$ cat src/design/ocdp_cfg.svh
// register indices, field positions, reset values for the output channel
// configuration block; assumes it is included by bare name
`ifndef OCDP_CFG_SVH
`define OCDP_CFG_SVH

// =====================================================================
// register indices (byte address is four times the index)
`define OCDP_IDX_CH2_DRV     6'h25
`define OCDP_IDX_CH2_SE      6'h26
`define OCDP_IDX_CH3_DIV_LO  6'h27
`define OCDP_IDX_CH3_DIV_HI  6'h28
`define OCDP_IDX_CH3_PH_LO   6'h29
`define OCDP_IDX_CH3_PH_HI   6'h2a
`define OCDP_IDX_STATUS      6'h30

// =====================================================================
// channel-two driver control fields
`define OCDP_DRV_PD_BIT      7
`define OCDP_DRV_SYNCX_BIT   6
`define OCDP_DRV_POL_HI      5
`define OCDP_DRV_POL_LO      4
`define OCDP_DRV_FMT_HI      3
`define OCDP_DRV_FMT_LO      1
// channel-two single-ended control fields
`define OCDP_SE_PEN_BIT      7
`define OCDP_SE_PPOL_HI      6
`define OCDP_SE_PPOL_LO      5
`define OCDP_SE_NEN_BIT      4
`define OCDP_SE_NPOL_HI      3
`define OCDP_SE_NPOL_LO      2

// =====================================================================
// writable bit masks; reserved bits store nothing and read zero
`define OCDP_MASK_CH2_DRV    8'hfe
`define OCDP_MASK_CH2_SE     8'hfc
`define OCDP_MASK_DIV_HI     8'h03
`define OCDP_MASK_PH_HI      8'h07

// =====================================================================
// reset values
`define OCDP_RST_CH2_DRV     8'h14
`define OCDP_RST_CH2_SE      8'h00
`define OCDP_RST_CH3         8'h00

// =====================================================================
// bus answers and timing
`define OCDP_RESP_OKAY       2'b00
`define OCDP_RESP_SLVERR     2'b10
`define OCDP_CLK_PERIOD_NS   4

`endif

$ cat src/design/ocdp_pkg.sv
// types shared by the output channel configuration block
// assumes nothing beyond a SystemVerilog compiler

package ocdp_pkg;

  // =====================================================================
  // polarity codes of a driver
  typedef enum logic [1:0] {
    OCDP_POL_HIGH   = 2'b00,
    OCDP_POL_PASS   = 2'b01,
    OCDP_POL_INVERT = 2'b10,
    OCDP_POL_LOW    = 2'b11
  } ocdp_pol_type;

  // =====================================================================
  // channel-two pin group
  typedef struct packed {
    logic       main_p;
    logic       main_n;
    logic       main_oe_n;
    logic [2:0] driver_format_select;
    logic       pos_se;
    logic       pos_se_oe_n;
    logic       neg_se;
    logic       neg_se_oe_n;
  } ocdp_ch2_pins_type;

  // =====================================================================
  // divider state
  typedef struct packed {
    logic        waiting;
    logic [10:0] phase_cnt;
    logic [9:0]  div_cnt;
    logic        out;
  } ocdp_div_state_type;

endpackage : ocdp_pkg

$ cat src/design/ocdp_divider.sv
// one channel divider with half-period phase offset
// assumes ref_edge pulses once per half period of the input clock, in the
// aclk domain

`timescale 1ns/1ps

module ocdp_divider (
  input  wire logic        aclk,
  input  wire logic        aresetn,
  input  wire logic        ref_edge,
  input  wire logic        restart,
  input  wire logic        run,
  input  wire logic [9:0]  divide_value,
  input  wire logic [10:0] phase_offset,
  output logic             clk_out,
  output logic             phase_wait
);
  import ocdp_pkg::*;

  ocdp_div_state_type state_q;
  ocdp_div_state_type state_d;

  // =====================================================================
  // next state: restart arms the phase wait, then toggle every n+1 edges
  always_comb begin
    state_d = state_q;
    if (!run || restart) begin
      state_d.waiting   = 1'b1;
      state_d.phase_cnt = phase_offset;
      state_d.div_cnt   = 10'h000;
      state_d.out       = 1'b0;
    end else if (ref_edge) begin
      if (state_q.waiting) begin
        if (state_q.phase_cnt == 11'h000) begin
          state_d.waiting = 1'b0;
          state_d.out     = 1'b1;
        end else begin
          // one count per half input period
          state_d.phase_cnt = state_q.phase_cnt - 11'h001;
        end
      end else if (state_q.div_cnt >= divide_value) begin
        // n+1 half periods per level gives a period of n+1 inputs
        state_d.div_cnt = 10'h000;
        state_d.out     = ~state_q.out;
      end else begin
        state_d.div_cnt = state_q.div_cnt + 10'h001;
      end
    end
  end

  // =====================================================================
  // state register
  always_ff @(posedge aclk) begin
    if (!aresetn) begin
      state_q <= '{waiting: 1'b1, phase_cnt: 11'h000,
                   div_cnt: 10'h000, out: 1'b0};
    end else begin
      state_q <= state_d;
    end
  end

  assign clk_out    = state_q.out;
  assign phase_wait = state_q.waiting;

endmodule : ocdp_divider

$ cat src/design/ocdp_top.sv
// output channel configuration: AXI4-Lite registers, channel-two drivers
// and channel-three divider with phase offset
// assumes a single aclk domain; sync_request_pin is asynchronous
//
// Contract
// - driver control bit 6 set keeps channel two's divider out of syncs.
// - main polarity bits 5:4: high, pass, invert, low; default pass.
// - format bits 3:1; default 010; codes 110 and 111 float outputs.
// - positive single-ended driver enabled only by bit 7, reset off.
// - positive single-ended polarity bits 6:5; default forced high.
// - negative single-ended driver enabled only by bit 4, reset off.
// - negative single-ended polarity bits 3:2; default forced high.
// - channel-three divide value is ten bits, top two from ch3_divide_high.
// - channel three divides input by divide value plus one.
// - channel-three phase offset is eleven bits, top three from ch3_phase_high.
// - channel three is delayed by phase offset half input periods.

`timescale 1ns/1ps

`include "ocdp_cfg.svh"

module ocdp_top #(
  parameter int unsigned ADDR_WIDTH = 8,
  parameter logic [9:0]  CH2_DIVIDE = 10'h000,
  parameter logic [10:0] CH2_PHASE  = 11'h000
) (
  input  wire logic                  aclk,
  input  wire logic                  aresetn,
  input  wire logic                  ref_edge,
  input  wire logic                  sync_request_pin,
  input  wire logic [ADDR_WIDTH-1:0] s_axi_awaddr,
  input  wire logic [2:0]            s_axi_awprot,
  input  wire logic                  s_axi_awvalid,
  output logic                       s_axi_awready,
  input  wire logic [31:0]           s_axi_wdata,
  input  wire logic [3:0]            s_axi_wstrb,
  input  wire logic                  s_axi_wvalid,
  output logic                       s_axi_wready,
  output logic [1:0]                 s_axi_bresp,
  output logic                       s_axi_bvalid,
  input  wire logic                  s_axi_bready,
  input  wire logic [ADDR_WIDTH-1:0] s_axi_araddr,
  input  wire logic [2:0]            s_axi_arprot,
  input  wire logic                  s_axi_arvalid,
  output logic                       s_axi_arready,
  output logic [31:0]                s_axi_rdata,
  output logic [1:0]                 s_axi_rresp,
  output logic                       s_axi_rvalid,
  input  wire logic                  s_axi_rready,
  output ocdp_pkg::ocdp_ch2_pins_type ch2_pins,
  output logic                       ch3_clk_out
);
  import ocdp_pkg::*;

  // =====================================================================
  // state of the block
  typedef struct packed {
    logic [7:0]        ch2_drv;
    logic [7:0]        ch2_se;
    logic [7:0]        div_lo;
    logic [7:0]        div_hi;
    logic [7:0]        ph_lo;
    logic [7:0]        ph_hi;
    logic              aw_have;
    logic [5:0]        aw_idx;
    logic              w_have;
    logic [7:0]        w_byte;
    logic              w_lane0;
    logic              bvalid;
    logic [1:0]        bresp;
    logic              rvalid;
    logic [7:0]        rdata;
    logic [1:0]        rresp;
    logic [2:0]        sync_sr;
    logic              sync_level;
    logic              sync_pulse;
    ocdp_ch2_pins_type pins;
    logic              ch3_out;
  } ocdp_state_type;

  ocdp_state_type state_q;
  ocdp_state_type state_d;

  logic        ch2_div_out;
  logic        ch2_wait;
  logic        ch3_div_out;
  logic        ch3_wait;
  logic [9:0]  ch3_divide;
  logic [10:0] ch3_phase;
  logic        ch2_restart;
  logic        ch2_run;

  // =====================================================================
  // helpers
  // a forced level ignores the divider, so a powered-down channel still
  // shows a fixed high or low at the pin
  function automatic logic apply_pol(input logic [1:0] pol,
                                     input logic       clk);
    case (ocdp_pol_type'(pol))
      OCDP_POL_HIGH:   apply_pol = 1'b1;
      OCDP_POL_PASS:   apply_pol = clk;
      OCDP_POL_INVERT: apply_pol = ~clk;
      OCDP_POL_LOW:    apply_pol = 1'b0;
      default:         apply_pol = 1'b0;
    endcase
  endfunction : apply_pol

  // the status index answers okay although writes to it change nothing
  function automatic logic idx_mapped(input logic [5:0] idx);
    case (idx)
      `OCDP_IDX_CH2_DRV, `OCDP_IDX_CH2_SE, `OCDP_IDX_CH3_DIV_LO,
      `OCDP_IDX_CH3_DIV_HI, `OCDP_IDX_CH3_PH_LO, `OCDP_IDX_CH3_PH_HI,
      `OCDP_IDX_STATUS: idx_mapped = 1'b1;
      default:          idx_mapped = 1'b0;
    endcase
  endfunction : idx_mapped

  // word index from a byte address; the two low bits are ignored
  function automatic logic [5:0] addr_idx(input logic [ADDR_WIDTH-1:0] a);
    addr_idx = a[7:2];
  endfunction : addr_idx

  // =====================================================================
  // assembled channel-three fields and channel-two divider control
  assign ch3_divide  = {state_q.div_hi[1:0], state_q.div_lo};
  assign ch3_phase   = {state_q.ph_hi[2:0], state_q.ph_lo};
  assign ch2_run     = ~state_q.ch2_drv[`OCDP_DRV_PD_BIT];
  assign ch2_restart = state_q.sync_pulse &
                       ~state_q.ch2_drv[`OCDP_DRV_SYNCX_BIT];

  // =====================================================================
  // channel dividers
  // channel two has no divide or phase registers here, so its divider
  // runs from the module parameters
  ocdp_divider u_ch2_div (
    .aclk         (aclk),
    .aresetn      (aresetn),
    .ref_edge     (ref_edge),
    .restart      (ch2_restart),
    .run          (ch2_run),
    .divide_value (CH2_DIVIDE),
    .phase_offset (CH2_PHASE),
    .clk_out      (ch2_div_out),
    .phase_wait   (ch2_wait)
  );

  // channel three has no power-down of its own in this block, so it
  // always runs and always follows a sync
  ocdp_divider u_ch3_div (
    .aclk         (aclk),
    .aresetn      (aresetn),
    .ref_edge     (ref_edge),
    .restart      (state_q.sync_pulse),
    .run          (1'b1),
    .divide_value (ch3_divide),
    .phase_offset (ch3_phase),
    .clk_out      (ch3_div_out),
    .phase_wait   (ch3_wait)
  );

  // =====================================================================
  // next state: sync filter, bus slave, register writes, output drivers
  always_comb begin
    logic [7:0] wmask;
    logic [7:0] rd;
    logic       float_main;
    wmask      = 8'h00;
    rd         = 8'h00;
    float_main = 1'b0;
    state_d    = state_q;

    // three-stage synchroniser; level moves when stages two and three agree
    state_d.sync_sr = {state_q.sync_sr[1:0], sync_request_pin};
    if (state_q.sync_sr[1] == state_q.sync_sr[2]) begin
      state_d.sync_level = state_q.sync_sr[2];
    end
    state_d.sync_pulse = state_d.sync_level & ~state_q.sync_level;

    // write address and data are accepted in either order
    // a write lands only once both halves are held; reserved bits are
    // masked on the way in, so reads return only what was stored
    if (s_axi_awvalid && s_axi_awready) begin
      state_d.aw_have = 1'b1;
      state_d.aw_idx  = addr_idx(s_axi_awaddr);
    end
    if (s_axi_wvalid && s_axi_wready) begin
      state_d.w_have  = 1'b1;
      state_d.w_byte  = s_axi_wdata[7:0];
      state_d.w_lane0 = s_axi_wstrb[0];
    end
    if (state_q.aw_have && state_q.w_have) begin
      state_d.aw_have = 1'b0;
      state_d.w_have  = 1'b0;
      state_d.bvalid  = 1'b1;
      state_d.bresp   = idx_mapped(state_q.aw_idx) ? `OCDP_RESP_OKAY
                                                   : `OCDP_RESP_SLVERR;
      case (state_q.aw_idx)
        `OCDP_IDX_CH2_DRV:    wmask = `OCDP_MASK_CH2_DRV;
        `OCDP_IDX_CH2_SE:     wmask = `OCDP_MASK_CH2_SE;
        `OCDP_IDX_CH3_DIV_LO: wmask = 8'hff;
        `OCDP_IDX_CH3_DIV_HI: wmask = `OCDP_MASK_DIV_HI;
        `OCDP_IDX_CH3_PH_LO:  wmask = 8'hff;
        `OCDP_IDX_CH3_PH_HI:  wmask = `OCDP_MASK_PH_HI;
        default:              wmask = 8'h00;
      endcase
      if (state_q.w_lane0) begin
        case (state_q.aw_idx)
          `OCDP_IDX_CH2_DRV:    state_d.ch2_drv = state_q.w_byte & wmask;
          `OCDP_IDX_CH2_SE:     state_d.ch2_se  = state_q.w_byte & wmask;
          `OCDP_IDX_CH3_DIV_LO: state_d.div_lo  = state_q.w_byte & wmask;
          `OCDP_IDX_CH3_DIV_HI: state_d.div_hi  = state_q.w_byte & wmask;
          `OCDP_IDX_CH3_PH_LO:  state_d.ph_lo   = state_q.w_byte & wmask;
          `OCDP_IDX_CH3_PH_HI:  state_d.ph_hi   = state_q.w_byte & wmask;
          default:              state_d.ph_hi   = state_q.ph_hi;
        endcase
      end
    end
    if (state_q.bvalid && s_axi_bready) begin
      state_d.bvalid = 1'b0;
    end

    // read: data captured when the address is taken
    // frozen data means a slow rready never sees it change while waiting
    if (s_axi_arvalid && s_axi_arready) begin
      case (addr_idx(s_axi_araddr))
        `OCDP_IDX_CH2_DRV:    rd = state_q.ch2_drv;
        `OCDP_IDX_CH2_SE:     rd = state_q.ch2_se;
        `OCDP_IDX_CH3_DIV_LO: rd = state_q.div_lo;
        `OCDP_IDX_CH3_DIV_HI: rd = state_q.div_hi;
        `OCDP_IDX_CH3_PH_LO:  rd = state_q.ph_lo;
        `OCDP_IDX_CH3_PH_HI:  rd = state_q.ph_hi;
        `OCDP_IDX_STATUS:     rd = {3'h0, state_q.sync_level, ch3_wait,
                                    ch2_wait, ch3_div_out, ch2_div_out};
        default:              rd = 8'h00;
      endcase
      state_d.rvalid = 1'b1;
      state_d.rdata  = rd;
      state_d.rresp  = idx_mapped(addr_idx(s_axi_araddr)) ?
                       `OCDP_RESP_OKAY : `OCDP_RESP_SLVERR;
    end else if (state_q.rvalid && s_axi_rready) begin
      state_d.rvalid = 1'b0;
    end

    // channel-two main driver: polarity, format, float in single-ended use
    state_d.pins.main_p = apply_pol(
      state_q.ch2_drv[`OCDP_DRV_POL_HI:`OCDP_DRV_POL_LO], ch2_div_out);
    state_d.pins.main_n = ~state_d.pins.main_p;
    state_d.pins.driver_format_select =
      state_q.ch2_drv[`OCDP_DRV_FMT_HI:`OCDP_DRV_FMT_LO];
    float_main = state_q.ch2_drv[`OCDP_DRV_FMT_HI] &
                 state_q.ch2_drv[`OCDP_DRV_FMT_HI-1];
    state_d.pins.main_oe_n = float_main;

    // channel-two single-ended legs
    state_d.pins.pos_se = apply_pol(
      state_q.ch2_se[`OCDP_SE_PPOL_HI:`OCDP_SE_PPOL_LO], ch2_div_out);
    state_d.pins.pos_se_oe_n = ~state_q.ch2_se[`OCDP_SE_PEN_BIT];
    state_d.pins.neg_se = apply_pol(
      state_q.ch2_se[`OCDP_SE_NPOL_HI:`OCDP_SE_NPOL_LO], ch2_div_out);
    state_d.pins.neg_se_oe_n = ~state_q.ch2_se[`OCDP_SE_NEN_BIT];

    // channel three passes straight to its output flop
    state_d.ch3_out = ch3_div_out;
  end

  // =====================================================================
  // state register with reset values
  // pins start as the default register values would drive them, so no
  // glitch appears on the first edge after release
  always_ff @(posedge aclk) begin
    if (!aresetn) begin
      state_q         <= '0;
      state_q.ch2_drv <= `OCDP_RST_CH2_DRV;
      state_q.ch2_se  <= `OCDP_RST_CH2_SE;
      state_q.div_lo  <= `OCDP_RST_CH3;
      state_q.div_hi  <= `OCDP_RST_CH3;
      state_q.ph_lo   <= `OCDP_RST_CH3;
      state_q.ph_hi   <= `OCDP_RST_CH3;
      state_q.pins    <= '{main_p: 1'b0, main_n: 1'b1, main_oe_n: 1'b0,
                           driver_format_select: 3'h2,
                           pos_se: 1'b1, pos_se_oe_n: 1'b1,
                           neg_se: 1'b1, neg_se_oe_n: 1'b1};
    end else begin
      state_q <= state_d;
    end
  end

  // =====================================================================
  // outputs
  // ready signals are plain decodes of state; every data output below
  // comes straight from a flop
  assign s_axi_awready = ~state_q.aw_have & ~state_q.bvalid;
  assign s_axi_wready  = ~state_q.w_have & ~state_q.bvalid;
  assign s_axi_bvalid  = state_q.bvalid;
  assign s_axi_bresp   = state_q.bresp;
  assign s_axi_arready = ~state_q.rvalid;
  assign s_axi_rvalid  = state_q.rvalid;
  assign s_axi_rdata   = {24'h000000, state_q.rdata};
  assign s_axi_rresp   = state_q.rresp;
  assign ch2_pins      = state_q.pins;
  assign ch3_clk_out   = state_q.ch3_out;

endmodule : ocdp_top

$ cat config.mk
export PLATFORM = sky130hd
export DESIGN_NAME = ocdp_top
export DESIGN_NICKNAME = d
export VERILOG_FILES = /design/src/design/ocdp_pkg.sv /design/src/design/ocdp_divider.sv /design/src/design/ocdp_top.sv
export VERILOG_INCLUDE_DIRS = /design/src /design/src/design
export SDC_FILE = /design/constraint.sdc
export NUM_CORES = 1
export LEC_CHECK = 0
export ABC_CLOCK_PERIOD_IN_PS = 4200
export BUFFER_PORTS_ARGS = -buffer_cell sky130_fd_sc_hd__buf_2
export CORE_ASPECT_RATIO = 0.9
export CORE_MARGIN = 4
export CORE_UTILIZATION = 55
export DETAILED_ROUTE_END_ITERATION = 12
export HOLD_SLACK_MARGIN = 0.02
export PLACE_DENSITY = 0.79
export SLEW_MARGIN = 10
export SYNTH_ARGS = -nofsm -noshare
export SYNTH_HDL_FRONTEND = slang
export SYNTH_SLANG_ARGS = --single-unit
$ cat constraint.sdc
create_clock -name aclk -period 4.2 [get_ports aclk]
set_clock_uncertainty 0.2 [all_clocks]
set_input_delay 0.84 -clock aclk [delete_from_list [all_inputs] [get_ports aclk]]
set_output_delay 0.84 -clock aclk [all_outputs]
set_load 0.05 [all_outputs]
# --- Word-level counts from Yosys, hierarchy flattened ---
# Cells that the tools add are included.
classes:
  n_addsub: 4
  magnitude_cmp: 2
  n_eq_ne: 27
  n_mux: 32
  bitwise_logic: 21
  reduce_logical: 36
ops:
  columns: ["op", "n"]
  rows:
  - ["equality test 6 bit, second input constant", 14]
  - ["case mux 8 bit (7 select lines)", 1]
  - ["2-to-1 mux 22 bit", 2]
  - ["case mux 8 bit (5 select lines)", 1]
  - ["2-to-1 mux 10 bit", 3]
  - ["AND reduction 3 bit", 10]
  - ["2-to-1 mux 12 bit", 2]
  - ["zero test 11 bit", 2]
  - ["2-to-1 mux 11 bit", 2]
  - ["subtractor 11 x 1 -> 11 bit, second input constant", 2]
  - ["adder 10 x 1 -> 10 bit, second input constant", 2]
  - ["2-to-1 mux 1 bit", 15]
  - ["NOT 1 bit", 15]
  - ["OR reduction 7 bit", 2]
  - ["equality test 2 bit, second input constant", 6]
  - ["case mux 1 bit (4 select lines)", 3]
  - ["greater-or-equal comparator 10 x 1 -> 1 bit, second input constant", 1]
  - ["greater-or-equal comparator 10 bit", 1]
  - ["nonzero test 2 bit", 5]
  - ["OR reduction 2 bit", 5]
  - ["AND 8 bit", 1]
  - ["2-to-1 mux 8 bit", 1]
  - ["equality test 2 x 1 -> 1 bit, second input constant", 3]
  - ["logical AND 1 bit", 6]
  - ["other kinds (7)", 17]
word_totals:
  ff_bits: 141

# --- Logic depth before layout (Yosys ltp) ---
# Gate-level depths: netlist of the first run.
logic_depth:
  word_depth: 5
  depth_mapped: 8
  mapped_depth_nobuf: 7

# --- Hierarchy ---
# A second synthesis of the first run with hierarchy kept.
hier_totals:
  cells_unflattened: 783
  area_unflattened_um2: 6892.9
by_module_without_submodules:
  columns: ["mod", "instances", "cells_per_inst", "area_per_inst_um2", "seq_area_each_um2"]
  rows:
  - ["ocdp_top", 1, 441, 4135.2, 1861.8]
  - ["ocdp_divider", 2, 171, 1378.8, 460.4]

# --- Worst setup path after synthesis of the first run ---
# No wires, ideal clock.
synth_timing:
  kind: "flip-flop to flip-flop"
  start: "register state_q, in the netlist s_axi_bvalid"
  end: "register state_q[41] (netlist name)"
  setup_time_ns: 0.128
  arrival_time_ns: 2.029
  required_time_ns: 3.872
  slack_ns: 1.843
  stages_incl_launch_ff: 6
  period_less_slack_ns: 2.357
  cell_sequence: "dfxtp_1 nor2_1 and2_1 clkbuf_1 mux2i_1 nor2_1"
synth_via:
  elab_chain_cells: 3
synth_lines:
  columns: ["element", "line_no", "source"]
  rows:
  - ["start: declaration", "ocdp_top.sv:81", "ocdp_state_type state_q;"]
  - ["start signal: assignment", "ocdp_top.sv:284", "state_q <= state_d;"]
  - ["NOT 1 bit", "ocdp_top.sv:292", "assign s_axi_awready = ~state_q.aw_have & ~state_q.bvalid;"]
  - ["AND 1 bit", "ocdp_top.sv:292", null]
  - ["via s_axi_awready", "ocdp_top.sv:34", "output logic s_axi_awready,"]
  - ["logical AND 1 bit", "ocdp_top.sv:182", "if (s_axi_awvalid && s_axi_awready) begin"]
# The timed path passes the listed nets, and every way through them passes these cells.
# A chain may end at the register's enable or synchronous reset.

# --- Final worst setup path of the first run ---
layout_timing:
  start: "register state_q, in the netlist ch3_divide[3]"
  end: "register u_ch3_div.state_q[9] (netlist name)"
layout_via:
  elab_chain_cells: 2
layout_lines:
  columns: ["element", "line_no", "source"]
  rows:
  - ["greater-or-equal comparator 10 bit", "ocdp_divider.sv:41", "end else if (state_q.div_cnt >= divide_value) begin"]
  - ["2-to-1 mux 10 bit", "ocdp_divider.sv:41", null]
  - ["end signal: assignment", "ocdp_divider.sv:55", "state_q <= '{waiting: 1'b1, phase_cnt: 11'h000,"]
  - ["end signal: assignment", "ocdp_divider.sv:58", "state_q <= state_d;"]
  - ["end: declaration", "ocdp_divider.sv:20", "ocdp_div_state_type state_q;"]
# No other way between the ends.

==> results of run 1 <==
logic make-up after synthesis:
family	count (synthesis)	synth area share
XOR/XNOR	17	0.02425
multiplexers	49	0.08109
other	1	0.0006107
AND/OR/NAND/NOR	265	0.2221
adder cells (fa/ha/maj)	13	0.02649
AO/OA/AOI/OAI	118	0.1320
flip-flops	129	0.4205
buffers and inverters	104	0.09291
cell usage after synthesis, drive strengths merged, types with 6 or more instances:
master,number
clkbuf,24
nor3b,9
or3,6
nor2b,10
a21oi,33
inv,26
nand2,70
dfxtp,129
nor2,76
xnor2,12
and2,13
buf,54
nand3,13
o21ai,28
a211oi,10
ha,13
nand4,11
nor4,7
and3,20
a32o,7
mux2i,43
nor3,10
mux2,6
layout by cell type, fill, tap and decap left out, types with 7 or more instances in the layout:
cell | netlist | routed
dfxtp_1 | 129 | 129
nor2_1 | 76 | 76
nand2_1 | 69 | 69
buf_2 | 5 | 55
mux2i_1 | 43 | 43
a21oi_1 | 33 | 33
o21ai_0 | 28 | 28
inv_1 | 26 | 26
conb_1 | 1 | 26
and3_1 | 18 | 18
clkbuf_16 | 0 | 17
and2_1 | 13 | 13
ha_1 | 13 | 13
nand3_1 | 12 | 12
xnor2_1 | 12 | 12
nor2b_1 | 10 | 10
a211oi_1 | 10 | 10
nor3b_1 | 9 | 9
nor3_1 | 9 | 9
nand4_1 | 9 | 9
a32o_1 | 7 | 7
worst max-delay path, stage by stage (launching register included):
cell and delay [ns]:
dfxtp_1 0.38, inv_1 0.06, ha_1 0.30, a211oi_1 0.26
nor3_1 0.12, a2111oi_4 0.55, a21o_1 0.29, nor3b_1 0.21
metrics by stage:
| stage | hold WS, ns | area [µm²] | worst slack, ns | std cells |
|---|---|---|---|---|
| global route | 0.2450 | 6865 | 1.546 | 884 |
| finish | 0.2162 | 6865 | 1.739 | 884 |
| global placement | 0.2038 | 6242 | 1.521 | 852 |
| detailed placement | 0.2087 | 6242 | 1.421 | 852 |
| CTS | 0.2240 | 6865 | 1.735 | 884 |
| floorplan | 0.1702 | 6235 | 1.843 | 721 |
registers in the layout, summed over array words and instances, names as in the netlist, 5 cells and up:
| signal | cells |
|---|---|
| ch3_phase | 11 |
| u_ch2_div.state_q | 11 |
| state_d | 5 |
| ch3_divide | 10 |
| state_q | 44 |
| s_axi_rdata | 8 |
| ch2_pins | 10 |
| u_ch3_div.state_q | 21 |
area by class of cell:
type / count / area [µm²] / area share
Clock buffer: 20 / 466.7 / 0.06798
Clock inverter: 12 / 156.4 / 0.02278
Inverter: 26 / 97.59 / 0.01422
Multi-Input combinational cell: 488 / 3082 / 0.4489
Sequential cell: 129 / 2582 / 0.3762
Tap cell: 152 / 190.2 / 0.02770
Timing Repair Buffer: 57 / 290.3 / 0.04228
final timing paths:
check	to	depth (start not counted)
setup / recovery	u_ch3_div.state_q[9]$_SDFFE_PP0P_	7
hold / removal	ch2_pins[2]$_SDFF_PN1_	1
setup reg to reg	u_ch3_div.state_q[9]$_SDFFE_PP0P_	7
hold reg to reg	ch2_pins[2]$_SDFF_PN1_	1
routing by layer:
| metal | GRT usage | up-vias | wire length (µm) |
|---|---|---|---|
| met5 | 0 | - | 0 |
| met4 | 0.07195 | 0 | 199 |
| met3 | 0.06328 | 21 | 1166 |
| met2 | 0.3691 | 211 | 6762 |
| met1 | 0.2915 | 2393 | 6171 |
| li1 | - | 2411 | - |
power by group through the flow:
stage	clock [mW]	sequential, mW	combinational, mW
floorplan	0	1.38	0.483
global placement	0	1.40	0.531
detailed placement	0	1.40	0.556
CTS	1.55	1.38	0.563
global route	1.62	1.39	0.621
finish	1.54	1.38	0.564
==> reports/results.ini, run 1 <==
[sta]
fin_crit_ns=2.461
min_period_over_period=0.5859
tightest_slew_ns=0.9546
drv_slew=0
setup_violations=0
fmax_mhz=406.4
final.setup.tns_ns=0
hold_viol_final=0
max_slew_margin=0.3608
grt_setup_unrepaired=false

[power_and_ir_drop]
power_density_nw_per_um2=506.5
leakage_nw=2.903
switching_share=0.2847
seq_power_share=0.396
peakVddDrop_uv=301.8
p_switching_uw=989.8
internal-power_mw=2.487
combPwrFrac=0.162
p_total_mw=3.477
power_frac_clock=0.442

[yosys]
netlist_area_um2=6141
yosysWarningCount=0
ys_ff_latch=129
syn_inst=696
yosysTopAreaCellShare=0.4205
ys_types=65
synth_top_flop_cell=dfxtp_1
ys_seq_area_frac=0.4205
synth_area_leaders=dfxtp_1 (42%), mux2i_1 (7.0%), buf_4 (5.6%)
synthArstFlopShare=0
synth_largest_area_cell=dfxtp_1
synth_edf_count=0
syn-mean-instance-area_um2=8.823

[worst_hold_path]
hp-start=state_q[86]$_SDFFE_PN0P_
hp-class=flop to flop

[worst_setup_path]
cp-end-kind=flop
cp_data_arrival_time_ns=2.59
crit_start=ch3_divide[3]$_SDFFE_PN0P_
cp_max_fo=9
critical_path_class=flop to flop
r2r_slack_ns=1.74
worstReg2RegStart=ch3_divide[3]$_SDFFE_PN0P_
required_ns=4.33
cp-start-kind=flop

[drt]
vias=5036
wl_per_cell_um=16.18
first_pass_iters=5
ant_nets=0
drc=0
drt_iter0_drc=502
wl_mm=14.30
avgViaCountPerCell=5.697

[cts]
cts_sinks=129
root_buffer=clkbuf_16
cts_tree=done
clkSlewWorstSetupHoldPaths_ns=0.06
clockBufferDepth=2
cts_hold_buf=0
numCtsBuffers=17
cts_resized=0
post-cts-setup-buffers=0
clkLatencyLatePin_ns=0.42
h-tree-depth=4

[global_routing]
grt_pass1_wl_mm=23.29
grt-ovfl-total=0
grt_use_total=0.2258
grt_start_max_net_pins=57
antenna_found_initial=0
grt_pass1_vias=4778

[placed_design]
routabilityCongestion=0.9134
io_buffer_count=55
dpl.hpwl_mm=10.17

[layout]
fill_cells=854
n_antenna_cell=0
layout-drive-gt1-share=0.1530
fin_nets=799
area_growth_pct=11.80
post-route-util=0.6324

[outcome]
status=finished clean

[floorplanning]
start_util=0.5657
die-area_um2=12920
rows=36
chipWidth_um=119.4
ios=119
fp.dieH_um=108.2
core-area_um2=10860

[run]
maxCapViolCount=0

Note: power is estimated with default switching activity, not from simulation.
==> inputs of run 2 (changes only) <==
--- a/config.mk
+++ b/config.mk
@@ -6,7 +6,8 @@
 export SDC_FILE = /design/constraint.sdc
 export NUM_CORES = 1
 export LEC_CHECK = 0
-export ABC_CLOCK_PERIOD_IN_PS = 4200
+export ABC_AREA = 1
+export ABC_CLOCK_PERIOD_IN_PS = 2350
 export BUFFER_PORTS_ARGS = -buffer_cell sky130_fd_sc_hd__buf_2
 export CORE_ASPECT_RATIO = 0.9
 export CORE_MARGIN = 4
==> constraint.sdc (replaced) <==
create_clock -name aclk -period 2.35 [get_ports aclk]
set_clock_uncertainty 0.2 [all_clocks]
set_input_delay 0.47 -clock aclk [delete_from_list [all_inputs] [get_ports aclk]]
set_output_delay 0.47 -clock aclk [all_outputs]
set_load 0.05 [all_outputs]
==> reports/results.ini, run 2 <==
[layout]
final_cell_mix=nand2_1 (183), dfxtp_1 (129), nor2_1 (97), inv_1 (91), a21oi_1 (79)  ; was dfxtp_1 (129), nor2_1 (76), nand2_1 (69), buf_2 (55), mux2i_1 (43)
top_register=state_q  ; unchanged
fin_area_um2=7073  ; was 6865 µm²
final_cells=1102  ; was 884
fill_cells=1082  ; was 854
area_growth_pct=10.93  ; was 11.80%
n_antenna_cell=0  ; unchanged
final_common_cell=nand2_1  ; was dfxtp_1
largest_reg_flops=44  ; unchanged
largestRegisters=state_q: 44 flops, u_ch3_div.state_q: 21 flops  ; unchanged
layout-drive-gt1-share=0.1395  ; was 0.1530
fin_nets=1013  ; was 799

[yosys]
synth.most_common_cell=nand2_1  ; was dfxtp_1
netlist_area_um2=6376  ; was 6141 µm²
synth_area_leaders=dfxtp_1 (41%), nand2_1 (11%), buf_4 (6.2%)  ; was dfxtp_1 (42%), mux2i_1 (7.0%), buf_4 (5.6%)
syn-mean-instance-area_um2=7.100  ; was 8.823 µm²
ys_ff_latch=129  ; unchanged
yosys-top-cells-count=nand2_1 (183), dfxtp_1 (129), nor2_1 (97), inv_1 (91), a21oi_1 (79)  ; was dfxtp_1 (129), nor2_1 (76), nand2_1 (69), buf_4 (46), mux2i_1 (43)
synth_top_flop_cell=dfxtp_1  ; unchanged
synth_edf_count=0  ; unchanged
synthArstFlopShare=0  ; unchanged
yosysWarningCount=0  ; unchanged
syn_inst=898  ; was 696
ys_seq_area_frac=0.4050  ; was 0.4205
synth_largest_area_cell=dfxtp_1  ; unchanged
yosysTopAreaCellShare=0.4050  ; was 0.4205
ys_types=40  ; was 65

[cts]
root_buffer=clkbuf_16  ; unchanged
clockBufferDepth=2  ; unchanged
numCtsBuffers=17  ; unchanged
clkSlewWorstSetupHoldPaths_ns=0.06  ; about the same
h-tree-depth=4  ; unchanged
cts_tree=done  ; unchanged
cts_sinks=129  ; unchanged
clkLatencyLatePin_ns=0.42  ; about the same

[sta]
final.setup.tns_ns=0  ; unchanged
setup_violations=0  ; unchanged
fin_crit_ns=1.979  ; was 2.461 ns
max_slew_margin=0.5627  ; was 0.3608
grt_setup_unrepaired=false  ; unchanged
hold_viol_final=0  ; unchanged
tightest_slew_ns=0.6559  ; was 0.9546 ns
drv_slew=0  ; unchanged
fmax_mhz=505.3  ; was 406.4 MHz
min_period_over_period=0.8422  ; was 0.5859

[global_routing]
grt-ovfl-total=0  ; unchanged
grt_start_max_net_pins=72  ; was 57
antenna_found_initial=0  ; unchanged
grt_pass1_vias=5178  ; was 4778
grt_pass1_wl_mm=24.09  ; was 23.29 mm
grt_use_total=0.2280  ; was 0.2258

[power_and_ir_drop]
leakage_nw=3.181  ; was 2.903 nW
seq_power_share=0.383  ; was 0.396
peakVddDrop_uv=596.7  ; was 301.8 µV
p_switching_mw=2.128  ; was 989.8 µW
combPwrFrac=0.233  ; was 0.162
internal-power_mw=4.251  ; was 2.487 mW
power_density_nw_per_um2=901.9  ; was 506.5 nW/µm²
power_frac_clock=0.384  ; was 0.442
switching_share=0.3336  ; was 0.2847

[floorplanning]
start_util=0.5599  ; was 0.5657
fp.dieH_um=110.1  ; was 108.2 µm
die-area_um2=13380  ; was 12920 µm²
chipWidth_um=121.5  ; was 119.4 µm
ios=119  ; unchanged
core-area_um2=11390  ; was 10860 µm²
rows=37  ; was 36

[drt]
first_pass_iters=5  ; unchanged
wl_per_cell_um=13.33  ; was 16.18 µm
ant_nets=0  ; unchanged
vias=5728  ; was 5036
drc=0  ; unchanged
wl_mm=14.69  ; was 14.30 mm
drt_iter0_drc=472  ; was 502
avgViaCountPerCell=5.198  ; was 5.697

[placed_design]
dp.cells=1069  ; was 852
dpl.hpwl_mm=10.44  ; was 10.17 mm
post_dp_cell_area_um2=6506  ; was 6242 µm²
io_buffer_count=55  ; unchanged
routabilityCongestion=0.9177  ; was 0.9134

[worst_setup_path]
cp_data_arrival_time_ns=2.11  ; was 2.59 ns
cp_max_fo=9  ; unchanged
r2r_slack_ns=0.37  ; was 1.74 ns
required_ns=2.48  ; was 4.33 ns
worstReg2RegStart=ch3_divide[9]$_SDFFE_PN0P_  ; was ch3_divide[3]$_SDFFE_PN0P_
cp-end-kind=flop  ; unchanged
r2r.worst_path.cells=8  ; was 7
cp-start-kind=flop  ; unchanged
r2r_end=u_ch3_div.state_q[9]$_SDFFE_PP0P_  ; unchanged
critical_path_class=flop to flop  ; unchanged

[worst_hold_path]
hp-start=sync_request_pin  ; was state_q[86]$_SDFFE_PN0P_
min_to=state_d[14]$_SDFF_PN0_  ; was ch2_pins[2]$_SDFF_PN1_
hp-class=primary input to flop  ; was flop to flop
hold_depth=3  ; was 1

[run]
maxCapViolCount=0  ; unchanged

[outcome]
status=finished clean  ; unchanged

[run 2: worst max-delay path by stage]
| stage | startpoint | end | slack [ns] | cells past startpoint |
|---|---|---|---|---|
| final | ch3_divide[9]$_SDFFE_PN0P_ | u_ch3_div.state_q[9]$_SDFFE_PP0P_ | 0.37 | 8 |
| after global routing | u_ch3_div.state_q[11]$_SDFFE_PN0P_ | u_ch3_div.state_q[20]$_SDFFE_PN0P_ | 0.16 | 11 |
| after floorplan | s_axi_bvalid$_SDFFE_PP0P_ | state_q[33]$_SDFFE_PN0P_ | 0.17 | 5 |
| after detailed placement | ch3_divide[9]$_SDFFE_PN0P_ | u_ch3_div.state_q[9]$_SDFFE_PP0P_ | 0.40 | 8 |
| after global placement | s_axi_araddr[2] | s_axi_rdata[4]$_SDFFE_PN0P_ | 0.43 | 10 |
| after CTS | ch3_divide[9]$_SDFFE_PN0P_ | u_ch3_div.state_q[9]$_SDFFE_PP0P_ | 0.37 | 8 |
[run 2: layout make-up]
class / instances / area, µm² / share of cell area
sequential: 129 / 2582 / 0.3651
inverter: 100 / 375.4 / 0.05307
tap: 156 / 195.2 / 0.02760
clock inverter: 14 / 117.6 / 0.01663
multi-input combinational: 620 / 3010 / 0.4256
timing repair buffer: 65 / 352.8 / 0.04988
clock buffer: 18 / 439.2 / 0.06209
[run 2: logic make-up (layout without fill, tap and decap cells)]
family          count (synthesis)  after routing  share of synthesized area
buf+inv                       174            197                     0.1376
fa+ha+maj                      13             13                    0.02551
simple gates                  411            411                     0.2863
flops                         129            129                     0.4050
other cells                     1             26                  0.0005881
xor+xnor                       12             12                    0.01648
compound gates                158            158                     0.1285
[run 2: power groups by stage]
stage	Clock [mW]	Sequential (mW)	Combinational, mW
after floorplan	0	2.48	1.29
after global placement	0	2.48	1.44
after detailed placement	0	2.49	1.47
after CTS	2.48	2.44	1.48
after global routing	2.59	2.46	1.68
final	2.45	2.44	1.48
[run 2: critical path: stages (launching register included)]
cell,delay (ns)
dfxtp_1,0.37
inv_1,0.06
ha_1,0.30
a21o_1,0.18
nor2_1,0.10
nand3_1,0.13
nand2_1,0.13
nand2_1,0.22
nor3_1,0.20
[run 2: layer usage]
layer | share of wire | global-route usage | vias to the layer above | wire length, µm
met5 | 0 | 0 | - | 0
met4 | 0.026 | 0.09680 | 0 | 387
met3 | 0.070 | 0.06735 | 37 | 1027
met2 | 0.44 | 0.3570 | 210 | 6502
met1 | 0.46 | 0.2954 | 2576 | 6772
li1 | - | - | 2905 | -
[run 2: what timing repair did]
| item | 4_1_cts | 5_1_grt |
|---|---|---|
| setup buffers | 0 | 0 |
| resized for setup | 0 | 0 |
| hold endpoints to repair | 1 | 0 |
| hold buffers | 1 | 0 |
[run 2: through the flow]
| stage | setup slack (ns) | power, mW | hold slack (ns) | utilization |
|---|---|---|---|---|
| floorplan | 0.1688 | 3.763 | 0.1678 | - |
| global placement | 0.4266 | 3.921 | 0.2068 | 0.5713 |
| detailed placement | 0.3958 | 3.955 | 0.2019 | 0.5713 |
| CTS | 0.3714 | 6.403 | 0.02282 | 0.6211 |
| global route | 0.1647 | 6.731 | 0.05268 | 0.6211 |
| finish | 0.3709 | 6.379 | 0.03597 | 0.6211 |
